`src/rtl/rx_mode_defines.svh`:
```
// Offsets, field positions and reset values of the receiver mode table.
`ifndef RX_MODE_DEFINES_SVH
`define RX_MODE_DEFINES_SVH

`define SLOT_COUNT              13
`define SLOT_BITS               4
`define ADR_WIDTH               12
`define IDX_WIDTH               10

`define MODE10_ENABLES_IDX      10'h0F0
`define RX_MODE10_GAIN_CH12_IDX 10'h05F
`define RX_MODE10_GAIN_CH34_IDX 10'h060
`define RX_MODE11_ENABLES_IDX   10'h061
`define RX_MODE11_GAIN_CH12_IDX 10'h062
`define RX_MODE11_GAIN_CH34_IDX 10'h063
`define RX_MODE12_ENABLES_IDX   10'h064
`define RX_MODE12_GAIN_CH12_IDX 10'h065
`define RX_MODE12_GAIN_CH34_IDX 10'h066
`define RX_MODE13_ENABLES_IDX   10'h067
`define RX_MODE13_GAIN_CH12_IDX 10'h068
`define RX_MODE13_GAIN_CH34_IDX 10'h069
`define RX_MODE14_ENABLES_IDX   10'h06A

`define MAIN_SPLIT_BIT          6
`define PAIR_ONE_BIT            5
`define PAIR_TWO_BIT            4
`define GAIN_HI_LSB             4
`define GAIN_LO_LSB             0
`define ENABLE_MASK             8'h7F
`define GAIN_MASK               8'h77

`define RST_MODE10_ENABLES      8'h7F
`define RST_MODE10_GAIN         8'h44
`define RST_MODE11_ENABLES      8'h68
`define RST_MODE12_ENABLES      8'h64
`define RST_MODE13_ENABLES      8'h52
`define RST_MODE14_ENABLES      8'h51
`define RST_ZERO_GAIN           8'h00

`define MODE_10                 4'hA
`define MODE_11                 4'hB
`define MODE_12                 4'hC
`define MODE_13                 4'hD
`define MODE_14                 4'hE

`endif

```
`src/rtl/rx_mode_pkg.sv`:
```
// Types shared by the receiver mode table modules.
package rx_mode_pkg;

  typedef logic [7:0] cfg_byte_type;
  typedef logic [2:0] gain_code_type;
  typedef logic [3:0] mode_index_type;
  typedef logic [3:0] slot_type;

endpackage : rx_mode_pkg

```
`src/rtl/rx_mode_config_bank.sv`:
```
// Receiver mode table for modes 10 to 14 behind a classic Wishbone slave.
//
// How it works
// Gain bytes hold two 3-bit codes in bits 6:4 and 2:0, bits 7 and 3 read zero.
// Enable bytes hold main splitter at 6, pair splitters at 5 and 4, channels at 3:0.
// Mode 10 gain codes all come out of reset at four.
// Mode 10 channel enables all come out of reset set.
// Mode 11, 12 and 13 gain codes all come out of reset at zero.
// Mode 11 resets to main splitter, pair one splitter and channel one only.
// Mode 12 resets to main splitter, pair one splitter and channel two only.
// Mode 13 resets to main splitter, pair two splitter and channel three only.
// Mode 14 resets to main splitter, pair two splitter and channel four only.
// Writable fields read back what was written and reserved bits stay zero.
// The selected mode's splitters and channels drive the receiver controls, with gains from modes 10 to 13 and zero gains in mode 14.
`timescale 1ns/1ps
`include "rx_mode_defines.svh"
module rx_mode_config_bank
  import rx_mode_pkg::*;
(
  input  wire logic                   mclk_i,
  input  wire logic                   rst_n_i,
  input  wire logic                   wb_cyc_i,
  input  wire logic                   wb_stb_i,
  input  wire logic                   wb_we_i,
  input  wire logic [`ADR_WIDTH-1:0]  wb_adr_i,
  input  wire logic [3:0]             wb_sel_i,
  input  wire logic [31:0]            wb_dat_i,
  output logic                        wb_ack_o,
  output logic [31:0]                 wb_dat_o,
  input  wire mode_index_type         mode_sel_i,
  output logic                        main_splitter_o,
  output logic                        pair_one_splitter_o,
  output logic                        pair_two_splitter_o,
  output logic [3:0]                  channel_on_o,
  output gain_code_type               gain_ch1_o,
  output gain_code_type               gain_ch2_o,
  output gain_code_type               gain_ch3_o,
  output gain_code_type               gain_ch4_o,
  output logic                        mode_known_o
);

  // Decodes a word index into {hit, slot}; slot 0 is the mode 10 enables.
  function automatic logic [4:0] decode_slot(input logic [`IDX_WIDTH-1:0] idx);
    logic [4:0] res;
    res = 5'h00;
    unique case (idx)
      `MODE10_ENABLES_IDX:      res = 5'h10;
      `RX_MODE10_GAIN_CH12_IDX: res = 5'h11;
      `RX_MODE10_GAIN_CH34_IDX: res = 5'h12;
      `RX_MODE11_ENABLES_IDX:   res = 5'h13;
      `RX_MODE11_GAIN_CH12_IDX: res = 5'h14;
      `RX_MODE11_GAIN_CH34_IDX: res = 5'h15;
      `RX_MODE12_ENABLES_IDX:   res = 5'h16;
      `RX_MODE12_GAIN_CH12_IDX: res = 5'h17;
      `RX_MODE12_GAIN_CH34_IDX: res = 5'h18;
      `RX_MODE13_ENABLES_IDX:   res = 5'h19;
      `RX_MODE13_GAIN_CH12_IDX: res = 5'h1A;
      `RX_MODE13_GAIN_CH34_IDX: res = 5'h1B;
      `RX_MODE14_ENABLES_IDX:   res = 5'h1C;
      default:                  res = 5'h00;
    endcase
    return res;
  endfunction : decode_slot

  // Every third slot, starting at slot 0, is an enable byte.
  function automatic logic slot_is_enable(input int k);
    return (k % 3) == 0;
  endfunction : slot_is_enable

  function automatic cfg_byte_type slot_mask(input int k);
    return slot_is_enable(k) ? `ENABLE_MASK : `GAIN_MASK;
  endfunction : slot_mask

  function automatic cfg_byte_type slot_reset(input int k);
    cfg_byte_type v;
    v = `RST_ZERO_GAIN;
    unique case (k)
      0:       v = `RST_MODE10_ENABLES;
      1, 2:    v = `RST_MODE10_GAIN;
      3:       v = `RST_MODE11_ENABLES;
      6:       v = `RST_MODE12_ENABLES;
      9:       v = `RST_MODE13_ENABLES;
      12:      v = `RST_MODE14_ENABLES;
      default: v = `RST_ZERO_GAIN;
    endcase
    return v;
  endfunction : slot_reset

  logic [`IDX_WIDTH-1:0] req_idx;
  logic [4:0]            req_dec;
  logic                  req_hit;
  slot_type              req_slot;
  logic                  bus_req;
  logic                  wr_fire;
  logic                  rd_fire;
  cfg_byte_type          slot_value [0:`SLOT_COUNT-1];
  logic [103:0]          table_flat;

  assign req_idx  = wb_adr_i[`ADR_WIDTH-1:2];
  assign req_dec  = decode_slot(req_idx);
  assign req_hit  = req_dec[4];
  assign req_slot = req_dec[3:0];
  // A request is taken only while no answer is standing.
  assign bus_req  = wb_cyc_i && wb_stb_i && !wb_ack_o;
  // Only byte lane 0 carries a register; other lanes are ignored.
  assign wr_fire  = bus_req && wb_we_i && wb_sel_i[0] && req_hit;
  assign rd_fire  = bus_req && !wb_we_i;

  // Answer one cycle after the request, then drop for a cycle.
  always_ff @(posedge mclk_i) begin
    if (!rst_n_i) begin
      wb_ack_o <= 1'b0;
    end else begin
      wb_ack_o <= bus_req;
    end
  end

  // Unmapped reads return zero; the upper bytes always read zero.
  always_ff @(posedge mclk_i) begin
    if (!rst_n_i) begin
      wb_dat_o <= 32'h0000_0000;
    end else if (rd_fire && req_hit) begin
      wb_dat_o <= {24'h00_0000, slot_value[req_slot]};
    end else begin
      wb_dat_o <= 32'h0000_0000;
    end
  end

  genvar k;
  generate
    for (k = 0; k < `SLOT_COUNT; k++) begin : g_slot
      rx_cfg_byte #(
        .RESET_VALUE (slot_reset(k)),
        .WRITE_MASK  (slot_mask(k))
      ) u_byte (
        .mclk_i    (mclk_i),
        .rst_n_i   (rst_n_i),
        .wr_en_i   (wr_fire && (req_slot == slot_type'(k))),
        .wr_data_i (wb_dat_i[7:0]),
        .value_o   (slot_value[k])
      );
      assign table_flat[k*8 +: 8] = slot_value[k];

      if (slot_is_enable(k)) begin : g_en

      end else begin : g_gain

      end
    end
  endgenerate

  rx_mode_select u_select (
    .mclk_i              (mclk_i),
    .rst_n_i             (rst_n_i),
    .mode_sel_i          (mode_sel_i),
    .table_i             (table_flat),
    .main_splitter_o     (main_splitter_o),
    .pair_one_splitter_o (pair_one_splitter_o),
    .pair_two_splitter_o (pair_two_splitter_o),
    .channel_on_o        (channel_on_o),
    .gain_ch1_o          (gain_ch1_o),
    .gain_ch2_o          (gain_ch2_o),
    .gain_ch3_o          (gain_ch3_o),
    .gain_ch4_o          (gain_ch4_o),
    .mode_known_o        (mode_known_o)
  );

  // Helper state for checking write readback one cycle later.
  logic         chk_wr_fire;
  slot_type     chk_wr_slot;
  cfg_byte_type chk_wr_data;
  cfg_byte_type chk_rd_value;

  always_ff @(posedge mclk_i) begin
    if (!rst_n_i) begin
      chk_wr_fire <= 1'b0;
      chk_wr_slot <= 4'h0;
      chk_wr_data <= 8'h00;
    end else begin
      chk_wr_fire <= wr_fire;
      chk_wr_slot <= req_slot;
      chk_wr_data <= wb_dat_i[7:0];
    end
  end

  // Snapshot of the addressed byte at the edge that takes a read; the answer must match it.
  always_ff @(posedge mclk_i) begin
    if (!rst_n_i) begin
      chk_rd_value <= 8'h00;
    end else if (rd_fire && req_hit) begin
      chk_rd_value <= slot_value[req_slot];
    end
  end
endmodule : rx_mode_config_bank

```
`src/rtl/rx_cfg_byte.sv`:
```
// One configuration byte with a reset value and a mask of writable bits.
`timescale 1ns/1ps
module rx_cfg_byte
  import rx_mode_pkg::*;
#(
  parameter cfg_byte_type RESET_VALUE = 8'h00,
  parameter cfg_byte_type WRITE_MASK  = 8'hFF
) (
  input  wire logic         mclk_i,
  input  wire logic         rst_n_i,
  input  wire logic         wr_en_i,
  input  wire cfg_byte_type wr_data_i,
  output cfg_byte_type      value_o
);

  // Masking on the way in keeps reserved bits at zero forever.
  always_ff @(posedge mclk_i) begin
    if (!rst_n_i) begin
      value_o <= RESET_VALUE;
    end else if (wr_en_i) begin
      value_o <= wr_data_i & WRITE_MASK;
    end
  end

endmodule : rx_cfg_byte

```
`src/rtl/rx_mode_select.sv`:
```
// Registered selection of one mode's settings for the receiver controls.
`timescale 1ns/1ps
`include "rx_mode_defines.svh"
module rx_mode_select
  import rx_mode_pkg::*;
(
  input  wire logic           mclk_i,
  input  wire logic           rst_n_i,
  input  wire mode_index_type mode_sel_i,
  input  wire logic [103:0]   table_i,
  output logic                main_splitter_o,
  output logic                pair_one_splitter_o,
  output logic                pair_two_splitter_o,
  output logic [3:0]          channel_on_o,
  output gain_code_type       gain_ch1_o,
  output gain_code_type       gain_ch2_o,
  output gain_code_type       gain_ch3_o,
  output gain_code_type       gain_ch4_o,
  output logic                mode_known_o
);

  cfg_byte_type en_pick;
  cfg_byte_type g12_pick;
  cfg_byte_type g34_pick;
  logic         known_pick;

  // Mode 14 gains live outside this table, so they are shown as zero here.
  always_comb begin
    en_pick    = 8'h00;
    g12_pick   = 8'h00;
    g34_pick   = 8'h00;
    known_pick = 1'b1;
    unique case (mode_sel_i)
      `MODE_10: begin
        en_pick  = table_i[0*8 +: 8];
        g12_pick = table_i[1*8 +: 8];
        g34_pick = table_i[2*8 +: 8];
      end
      `MODE_11: begin
        en_pick  = table_i[3*8 +: 8];
        g12_pick = table_i[4*8 +: 8];
        g34_pick = table_i[5*8 +: 8];
      end
      `MODE_12: begin
        en_pick  = table_i[6*8 +: 8];
        g12_pick = table_i[7*8 +: 8];
        g34_pick = table_i[8*8 +: 8];
      end
      `MODE_13: begin
        en_pick  = table_i[9*8 +: 8];
        g12_pick = table_i[10*8 +: 8];
        g34_pick = table_i[11*8 +: 8];
      end
      `MODE_14: begin
        en_pick = table_i[12*8 +: 8];
      end
      default: begin
        known_pick = 1'b0;
      end
    endcase
  end

  always_ff @(posedge mclk_i) begin
    if (!rst_n_i) begin
      main_splitter_o     <= 1'b0;
      pair_one_splitter_o <= 1'b0;
      pair_two_splitter_o <= 1'b0;
      channel_on_o        <= 4'h0;
      gain_ch1_o          <= 3'h0;
      gain_ch2_o          <= 3'h0;
      gain_ch3_o          <= 3'h0;
      gain_ch4_o          <= 3'h0;
      mode_known_o        <= 1'b0;
    end else begin
      main_splitter_o     <= en_pick[`MAIN_SPLIT_BIT];
      pair_one_splitter_o <= en_pick[`PAIR_ONE_BIT];
      pair_two_splitter_o <= en_pick[`PAIR_TWO_BIT];
      channel_on_o        <= en_pick[3:0];
      gain_ch1_o          <= g12_pick[`GAIN_HI_LSB +: 3];
      gain_ch2_o          <= g12_pick[`GAIN_LO_LSB +: 3];
      gain_ch3_o          <= g34_pick[`GAIN_HI_LSB +: 3];
      gain_ch4_o          <= g34_pick[`GAIN_LO_LSB +: 3];
      mode_known_o        <= known_pick;
    end
  end

endmodule : rx_mode_select

```
`config.mk`:
```
export PLATFORM = sky130hd
export DESIGN_NAME = rx_mode_config_bank
export DESIGN_NICKNAME = d
export VERILOG_FILES = /design/src/rtl/rx_mode_pkg.sv /design/src/rtl/rx_mode_config_bank.sv /design/src/rtl/rx_cfg_byte.sv /design/src/rtl/rx_mode_select.sv
export VERILOG_INCLUDE_DIRS = /design/src /design/src/rtl
export SDC_FILE = /design/constraint.sdc
export NUM_CORES = 1
export LEC_CHECK = 0
export BUFFER_PORTS_ARGS = -buffer_cell sky130_fd_sc_hd__buf_2
export CORE_MARGIN = 2
export CORE_UTILIZATION = 50
export DETAILED_ROUTE_END_ITERATION = 8
export GPL_ROUTABILITY_DRIVEN = 0
export PLACE_DENSITY = 0.75
export SETUP_SLACK_MARGIN = 0.3
export SLEW_MARGIN = 20
export SYNTH_ARGS = -nofsm -noshare
export SYNTH_HDL_FRONTEND = slang
export SYNTH_SLANG_ARGS = --single-unit
export TNS_END_PERCENT = 10
```
`constraint.sdc`:
```
create_clock -name mclk_i -period 2.3 [get_ports mclk_i]
set_clock_uncertainty 0.15 [all_clocks]
set_input_delay 0 -clock mclk_i [delete_from_list [all_inputs] [get_ports mclk_i]]
set_output_delay 0 -clock mclk_i [all_outputs]
set_load 0.005 [all_outputs]
```
# --- After elaboration in Yosys (flattened, before gate mapping) ---
# Cells that the tools add are included.
# Widths: inputs -> output; s select.
word_totals:
  regBits: 136
  latchBits: 0
  ram_bits: 0
  romBits: 0
  in_bits: 57
  out_inout_bits: 53
  word_cells: 90
  memories: 0
classes:
  n_addsub: 0
  mul: 0
  div: 0
  n_lt_le_gt_ge: 1
  n_eq_ne: 30
  shifts: 0
  muxes: 8
  bitwise_logic: 1
  n_reduce_logical: 25
ops:
  columns: ["operator", "n"]
  rows:
  - ["$eq 10x7->1 const B", 12]
  - ["$pmux 5 s13", 1]
  - ["$pmux 7 s4", 2]
  - ["$eq 4x4->1 const B", 10]
  - ["$pmux 7 s5", 1]
  - ["$bmux 8 s4", 1]
  - ["$logic_and 1x1->1", 20]
  - ["$eq 4x3->1 const B", 4]
  - ["$mux 8", 2]
  - ["$eq 10x8->1 const B", 1]
  - ["$eq 4x2->1 const B", 2]
  - ["$ge 5x5->1 const B", 1]
  - ["$not 4->5", 1]
  - ["$reduce_or 5->1", 1]
  - ["$eq 4x1->1 const B", 1]
  - ["$logic_not 4->1", 1]
  - ["$logic_not 1->1", 2]
  - ["$reduce_and 2->1", 1]
  - ["$mux 1", 1]

# --- Logic depth before layout (Yosys ltp) ---
# Gate-level depths: netlist (run 1).
depth:
  word_depth: 6
  ltp_mapped: 11
  mapped_depth_nobuf: 7

# --- Hierarchy ---
# From an unflattened synthesis (run 1), not the netlist that was laid out.
hier_totals:
  hier_cells: 615
  area_unflattened_um2: 6100.9
modules_own_cells:
  columns: ["module", "n_inst", "cells_per_inst", "area_per_inst_um2", "seq_area_each_um2"]
  rows:
  - ["rx_mode_config_bank", 1, 183, 1616.6, 180.2]
  - ["rx_cfg_byte at g_slot[10].u_byte ...", 6, 22, 247.7, 120.1]
  - ["rx_mode_select", 1, 136, 1177.4, 400.4]
  - ["rx_cfg_byte at g_slot[12].u_byte ...", 4, 24, 269.0, 140.1]
  - ["rx_cfg_byte at g_slot[1].u_byte ...", 2, 22, 242.7, 120.1]
  - ["rx_cfg_byte at g_slot[0].u_byte", 1, 24, 259.0, 140.1]

# --- Worst setup path after synthesis (run 1) ---
# OpenSTA, ideal clock, no wires.
synth_timing:
  path_kind: "input port to flip-flop"
  start: "input wb_adr_i[3]"
  end: "register wb_dat_o[6]"
  setup_ns: 0.134
  t_arrival_ns: 1.884
  setup_slack_ns: 0.132
  cell_stages: 9
  path_buffers: 2
  path_cell_list: "or4_1 > nor3_1 > o211a_1 > nand2b_1 > buf_4 > buf_6 > mux2_2 > a222oi_1 > a31oi_1"
synth_between:
  elab_chain_cells: 6
  word_cells_on_any_way: 20
  cone_classes: "13 x eq/ne; 4 x mux; 1 x bitwise; 2 x reduce/logical"
synth_rtl:
  columns: ["item", "line_no", "source"]
  rows:
  - ["start, declared", "rx_mode_config_bank.sv:25", "input wire logic [`ADR_WIDTH-1:0] wb_adr_i,"]
  - ["$eq 10x7->1 or $eq 10x8->1 (tied branches)", "rx_mode_config_bank.sv:46", "unique case (idx)"]
  - ["$pmux 5 s13 (*)", "rx_mode_config_bank.sv:46", null]
  - ["$not 4->5", null, null]
  - ["$bmux 8 s4", null, null]
  - ["$mux 8 (2 in series)", null, null]
  - ["end signal, assigned", "rx_mode_config_bank.sv:123", "wb_dat_o <= {24'h00_0000, slot_value[req_slot]};"]
  - ["end, declared", "rx_mode_config_bank.sv:29", "output logic [31:0] wb_dat_o,"]
# Mark *: on every way between the ends. The rest lies on a longest branch, timed or not. The select of a mux whose other input is x is not followed.
# A chain may end at the register's enable or synchronous reset.

# --- Worst setup path after layout (run 1) ---
layout_timing:
  start: "input wb_adr_i[3]"
  end: "register wb_dat_o[2]"
# Same word-level chain as after synthesis.

==> metrics.csv, run 1 <==
stage,metric,value,unit
critical_path,path_cells,buf_2 -> or4_1 -> nor3_1 -> o211a_1 -> nand2b_2 -> buf_12 -> mux2_2 -> a222oi_1 -> a31oi_1,
clocking,cts.sinks,111,
cells_and_area,fillCellCount,927,
route,wl_per_cell,18.3,um
logic_synthesis,ys_types,51,
logic_synthesis,syn_inst,594,
logic_synthesis,yosysWarnings,0,
logic_synthesis,yosysTopAreaCellShare,41.1,%
logic_synthesis,synth_seq_cells,111,
die,initial_core_util,51.9,%
place,portBuffers,54,
critical_path,worst_ep_arrival_time,2.13,ns
clocking,htree_levels,3,
sta,period_needed,2.02,ns
route,drt-pass1-iter-count,6,
critical_path,cpMaxStageDelayCell,or4_1,
cells_and_area,design_area,6340,sq um
logic_synthesis,syn_area,5410,sq um
route,drt_iter0_markers,422,
route,wl_met2,7190,um
logic_synthesis,synth.most_common_cell,dfxtp_1,
critical_path,startpoint_type,primary input,
die,rows,37,
clocking,insertion_delay,0.37,ns
die,ioPinCount,110,
sta,worst_pin_slew,0.775,ns
sta,rsz0062_at_grt,true,
cells_and_area,num_antenna_cells,0,
die,die_y,108,um
sta,maxSlewHeadroom,48.2,%
cells_and_area,fin_nets,729,
route,vias,4755,
route,wirelength,14900,um
power_and_ir_drop,p_leak,2.62,nW
power_and_ir_drop,irDropWorstVdd,0.000335,V
logic_synthesis,synth.avg_cell_area,9.11,sq um
route,ant_nets,0,
global_route,grt_max_degree,83,
place,dp_slack,-0.0807,ns
sta,fmax,495,MHz
route,wl_met1,6180,um
logic_synthesis,synth.area.top_cells,"dfxtp_1 (41%), mux2i_1 (15%), nand2_1 (7.0%)",
logic_synthesis,synth_seq_area_share,41.1,%
place,hpwl,10400,um
clocking,root_buffer,clkbuf_8,
clocking,postCtsSetupBuffers,0,
logic_synthesis,synth-edff-count,0,
flow_run,max_cap_viol_count,0,
place,dp_cells,784,
clocking,clockBufferDepth,2,
cells_and_area,drive_above_1_share,20.8,%
critical_path,cp_max_fo,15,
sta,worst_slack,0.279,ns
sta,setup_violations,0,
critical_path,slowest_delay,0.52,ns
logic_synthesis,synth_top_area_cell,dfxtp_1,
critical_path,critPathCaptureType,flop,
cells_and_area,stdcell_count,813,
place,placed_area,6000,sq um
die,core,10400,sq um
clocking,clk_pin_slew_worst_paths,0.11,ns
cells_and_area,area_growth,17.2,%
global_route,grtUsageTotal,26.2,%
route,vias_per_cell,5.85,
logic_synthesis,ys_async_sr_fraction,0,%
clocking,tritoncts,done,
logic_synthesis,synth_ff_type,dfxtp_1,
global_route,antenna_found_initial,0,
power_and_ir_drop,powerDensity,514,nW/um^2
sta,min_period_over_period,87.9,%
sta,finalHoldViolCount,0,
global_route,grt-ovfl-total,0,
critical_path,required,2.41,ns
global_route,grt_pass1_wl,23700,um
critical_path,crit_type,in2reg,
run_status,outcome,"complete, no violations",
global_route,grt_pass1_vias,4703,
hold_path,min-delay-path-class,in2reg,
sta,maxSlewViolCount,0,
die,die_area,11700,sq um
route,dr.max_layer_used,met4,
route,drc_errors,0,
route,wl_met3,1260,um
logic_synthesis,synth_commonest_cells,"dfxtp_1 (111), nand2_1 (101), mux2i_1 (81)",
clocking,numCtsBuffers,9,
cells_and_area,final_core_util,60.9,%
die,die_w,108,um
-- report_power, final --
part           total (mW)  leakage (nW)  internal [mW]  switching, mW
Combinational       0.224          1.63         0.0905          0.133
Sequential           1.93         0.895           1.93        0.00144
Clock                1.11        0.0896          0.413          0.695
Total                3.26          2.62           2.43          0.830
-- stage by stage --
stage                     setup TNS [ns]  total power, mW  hold WS, ns
after floorplan                        0             2.12      -0.0258
after global placement           -0.0725             2.17       0.0938
after detailed placement          -0.147             2.17       0.0969
after CTS                              0             3.27       0.0453
after global routing                   0             3.39       0.0616
final                                  0             3.26       0.0651
-- state kept, by name, summed over array words and instances (netlist names), 3 cells and up --
name                   count
u_select.channel_on_o      4
g_slot.u_byte.value_o     83
wb_dat_o                   7
u_select.gain_ch1_o        3
u_select.gain_ch3_o        3
u_select.gain_ch4_o        3
u_select.gain_ch2_o        3
-- critical path: cells and delay by family --
kind / cells / cell delay (ns)
AO/OA/AOI/OAI: 3 / 0.63
buffers and inverters: 2 / 0.27
multiplexers: 1 / 0.33
AND/OR/NAND/NOR: 3 / 0.88
-- layer usage --
metal	global-route usage, %	vias up
li1	-	2228
met5	0	-
met2	43.3	236
met3	4.58	21
met4	8.88	0
met1	34.7	2270
-- final cells by class --
cell class,count,area (sq um),share of cell area [%]
repair buffers,110,826,13.0
flip-flops and latches,111,2220,35.1
multi-input cells,437,2930,46.3
well taps,136,170,2.68
inverters,3,11.3,0.178
clock buffers,10,128,2.01
clock inverters,6,50.0,0.789
-- final timing paths --
kind	start	end	slack, ns	depth (start not counted)
hold / removal	mode_sel_i[0]	u_select.gain_ch1_o[1]$_SDFF_PN0_	0.07	5
setup / recovery	wb_adr_i[3]	wb_dat_o[2]$_SDFF_PN0_	0.28	9
setup reg to reg	wb_ack_o$_SDFF_PN0_	g_slot[11].u_byte.value_o[4]$_SDFFE_PN0P_	0.43	7
hold reg to reg	g_slot[9].u_byte.value_o[3]$_SDFFE_PN0P_	g_slot[9].u_byte.value_o[3]$_SDFFE_PN0P_	0.32	2
-- cells by family after synthesis --
kind of cell    Yosys count  share of synthesized area [%]
simple gates            212                           19.8
compound gates          113                           15.6
buf+inv                  70                           7.36
flops                   111                           41.1
xor+xnor                  2                          0.324
mux                      85                           15.8
other cells               1                         0.0693
-- cells in the final DEF, fill, tap and decap left out, drive strengths merged, types with 2 or more instances in the layout --
master and n:
nor2 10, dlygate4sd3 12, mux2i 81, nor3b 5
conb 25, clkbuf 11, a22oi 7, or3 2
buf 97, nor3 5, nand2 101, and2 3
a222oi 21, a32oi 2, and3 5, a311o 8
a31oi 7, dfxtp 111, a21boi 9, o21ai 9
a221o 4, inv 7, a21oi 35, nor2b 53
nand3 14, nand2b 3, o221a 4, mux2 4
or2 2
-- timing repair --
| item | CTS | global route |
|---|---|---|
| hold endpoints to repair | 104 | 0 |
| cloned | 0 | 1 |
| gates resized for setup | 1 | 6 |
| hold buffers | 12 | 0 |
| endpoints found under the setup margin | 6 | 61 |
(Power assumes the default switching activity.)
==> inputs of run 2 (changes only) <==
--- a/config.mk
+++ b/config.mk
@@ -7,11 +7,13 @@
 export NUM_CORES = 1
 export LEC_CHECK = 0
 export BUFFER_PORTS_ARGS = -buffer_cell sky130_fd_sc_hd__buf_2
+export CORE_ASPECT_RATIO = 0.75
 export CORE_MARGIN = 2
 export CORE_UTILIZATION = 50
 export DETAILED_ROUTE_END_ITERATION = 8
 export GPL_ROUTABILITY_DRIVEN = 0
 export PLACE_DENSITY = 0.75
+export REMOVE_ABC_BUFFERS = 1
 export SETUP_SLACK_MARGIN = 0.3
 export SLEW_MARGIN = 20
 export SYNTH_ARGS = -nofsm -noshare
==> metrics.csv, run 2 (synthesis results as in run 1) <==
stage,metric,value,unit
run_status,outcome,"complete, no violations",
route,ant_nets,0,
critical_path,r2r_cells,7,
sta,worst_pin_slew,0.818,ns
route,vias,5031,
clocking,clk_pin_slew_worst_paths,0.07,ns
sta,hold_slack,0.0419,ns
clocking,root_buffer,clkbuf_16,
power_and_ir_drop,irDropWorstVdd,0.000431,V
cells_and_area,num_antenna_cells,0,
flow_run,max_cap_viol_count,0,
power_and_ir_drop,switching_power,0.858,mW
sta,worst_slack,0.275,ns
cells_and_area,regMostFlops,g_slot.u_byte.value_o,
global_route,grtUsageTotal,29.6,%
critical_path,crit_buf_inv,1,
clocking,clockBufferDepth,2,
power_and_ir_drop,powerDensity,551,nW/um^2
sta,fmax,494,MHz
critical_path,cp_max_fo,7,
sta,maxSlewViolCount,0,
critical_path,cpMaxStageDelayCell,or4_1,
die,rows,32,
die,initial_core_util,52.0,%
place,placed_area,6130,sq um
cells_and_area,reg_top3,"g_slot.u_byte.value_o x83, wb_dat_o x7, u_select.channel_on_o x4",
critical_path,slowest_delay,0.54,ns
global_route,grt-ovfl-total,0,
route,drt-pass1-iter-count,9,
clocking,insertion_delay,0.35,ns
power_and_ir_drop,seqPwrFrac,52.9,%
hold_path,holdCritStartpoint,mode_sel_i[3],
clocking,htree_levels,3,
critical_path,startpoint_type,primary input,
clocking,numCtsBuffers,9,
die,die_w,124,um
die,die_area,11700,sq um
die,die_y,94.1,um
clocking,tritoncts,done,
place,dp_slack,-0.176,ns
critical_path,required,2.36,ns
sta,min_period_over_period,88.1,%
power_and_ir_drop,combPwrFrac,6.4,%
cells_and_area,layout_commonest_cell,dfxtp_1,
route,wirelength,17000,um
hold_path,min-delay-path-class,in2reg,
cells_and_area,stdcell_count,837,
sta,maxSlewHeadroom,45.1,%
place,hpwl,11500,um
critical_path,path_depth,8,
critical_path,cp_top_family,simple AND/OR/NAND/NOR gates,
critical_path,reg2reg_to,g_slot[3].u_byte.value_o[0]$_SDFFE_PN0P_,
critical_path,crit_type,in2reg,
cells_and_area,area_growth,22.2,%
route,vias_per_cell,6.01,
cells_and_area,final_cell_mix,"dfxtp_1 (111), nand2_1 (101), mux2i_1 (81), buf_4 (64), buf_2 (54)",
sta,finalHoldViolCount,0,
place,portBuffers,54,
power_and_ir_drop,p_leak,2.76,nW
cells_and_area,largest_reg_flops,83,
hold_path,hold_end,u_select.gain_ch4_o[2]$_SDFF_PN0_,
power_and_ir_drop,netSwitchingFraction,23.6,%
sta,rsz0062_at_grt,true,
power_and_ir_drop,internal_power,2.78,mW
hold_path,whs_path_depth,4,
critical_path,critPathCaptureType,flop,
power_and_ir_drop,power.clock.fraction,40.7,%
global_route,antenna_found_initial,0,
critical_path,path_cells,buf_2 -> or4_1 -> nor3_2 -> o211a_1 -> nand2b_4 -> mux2_2 -> a222oi_1 -> a31oi_1,
clocking,cts.sinks,111,
global_route,grt_pass1_wl,25800,um
die,ioPinCount,110,
place,dp_cells,807,
cells_and_area,drive_above_1_share,24.4,%
sta,setup_violations,0,
route,drc_errors,0,
cells_and_area,design_area,6610,sq um
global_route,grt_max_degree,57,
route,wl_per_cell,20.3,um
die,core,10400,sq um
critical_path,worst_ep_arrival_time,2.08,ns
route,drt_iter0_markers,711,
critical_path,r2r_start,wb_ack_o$_SDFF_PN0_,
critical_path,r2r_slack,0.36,ns
sta,period_needed,2.03,ns
cells_and_area,fin_nets,753,
global_route,grt_pass1_vias,4768,
run 2: cell type report:
class	instances	area [sq um]
multi-input cells	437	2970
inverters	3	11.3
flip-flops and latches	111	2220
well taps	136	170
clock buffers	10	239
repair buffers	134	952
clock inverters	6	45.0
fillers	881	3800
run 2: per-stage QoR:
stage | setup TNS (ns) | util [%] | power [mW]
after global routing | 0 | 63.5 | 3.76
after detailed placement | -1.89 | 58.9 | 2.18
after CTS | 0 | 62.8 | 3.66
final | 0 | 63.5 | 3.64
after global placement | -0.658 | 58.9 | 2.17
after floorplan | -32.52 | - | 2.05
run 2: routing by layer:
metal,up-vias,track usage (%),share of wire (%)
met5,-,0,0
met4,0,10.8,2.8
met3,52,7.65,12
met2,363,45.1,44
met1,2345,40.4,41
li1,2271,-,-
run 2: how the worst max path moves through the flow:
stage | slack, ns | end | startpoint
after floorplan | -0.72 | wb_dat_o[2]$_SDFF_PN0_ | wb_adr_i[3]
after global placement | -0.09 | wb_dat_o[6]$_SDFF_PN0_ | wb_adr_i[3]
after detailed placement | -0.18 | wb_dat_o[6]$_SDFF_PN0_ | wb_adr_i[3]
after CTS | 0.29 | g_slot[5].u_byte.value_o[6]$_SDFFE_PN0P_ | wb_ack_o$_SDFF_PN0_
after global routing | 0.23 | g_slot[3].u_byte.value_o[0]$_SDFFE_PN0P_ | wb_stb_i
final | 0.27 | wb_dat_o[6]$_SDFF_PN0_ | wb_adr_i[3]
run 2: timing repair:
action                                  4_1_cts  5_1_grt
gates resized for setup                       2       14
pin swaps                                     1        2
buffers inserted                              0        3
endpoints found under the setup margin       15       71
hold buffers                                 11        0
endpoints found under the hold margin        86        0
run 2: worst min-delay path, stage by stage:
cell and delay [ns]:
buf_2 0.12, nand3_1 0.09, buf_4 0.22, a21oi_1 0.06
run 2: power groups by stage:
stage / combinational (mW) / sequential (mW) / clock [mW]
after floorplan: 0.0828 / 1.97 / 0
after global placement: 0.203 / 1.97 / 0
after detailed placement: 0.208 / 1.97 / 0
after CTS: 0.223 / 1.93 / 1.51
after global routing: 0.250 / 1.93 / 1.58
final: 0.234 / 1.93 / 1.48
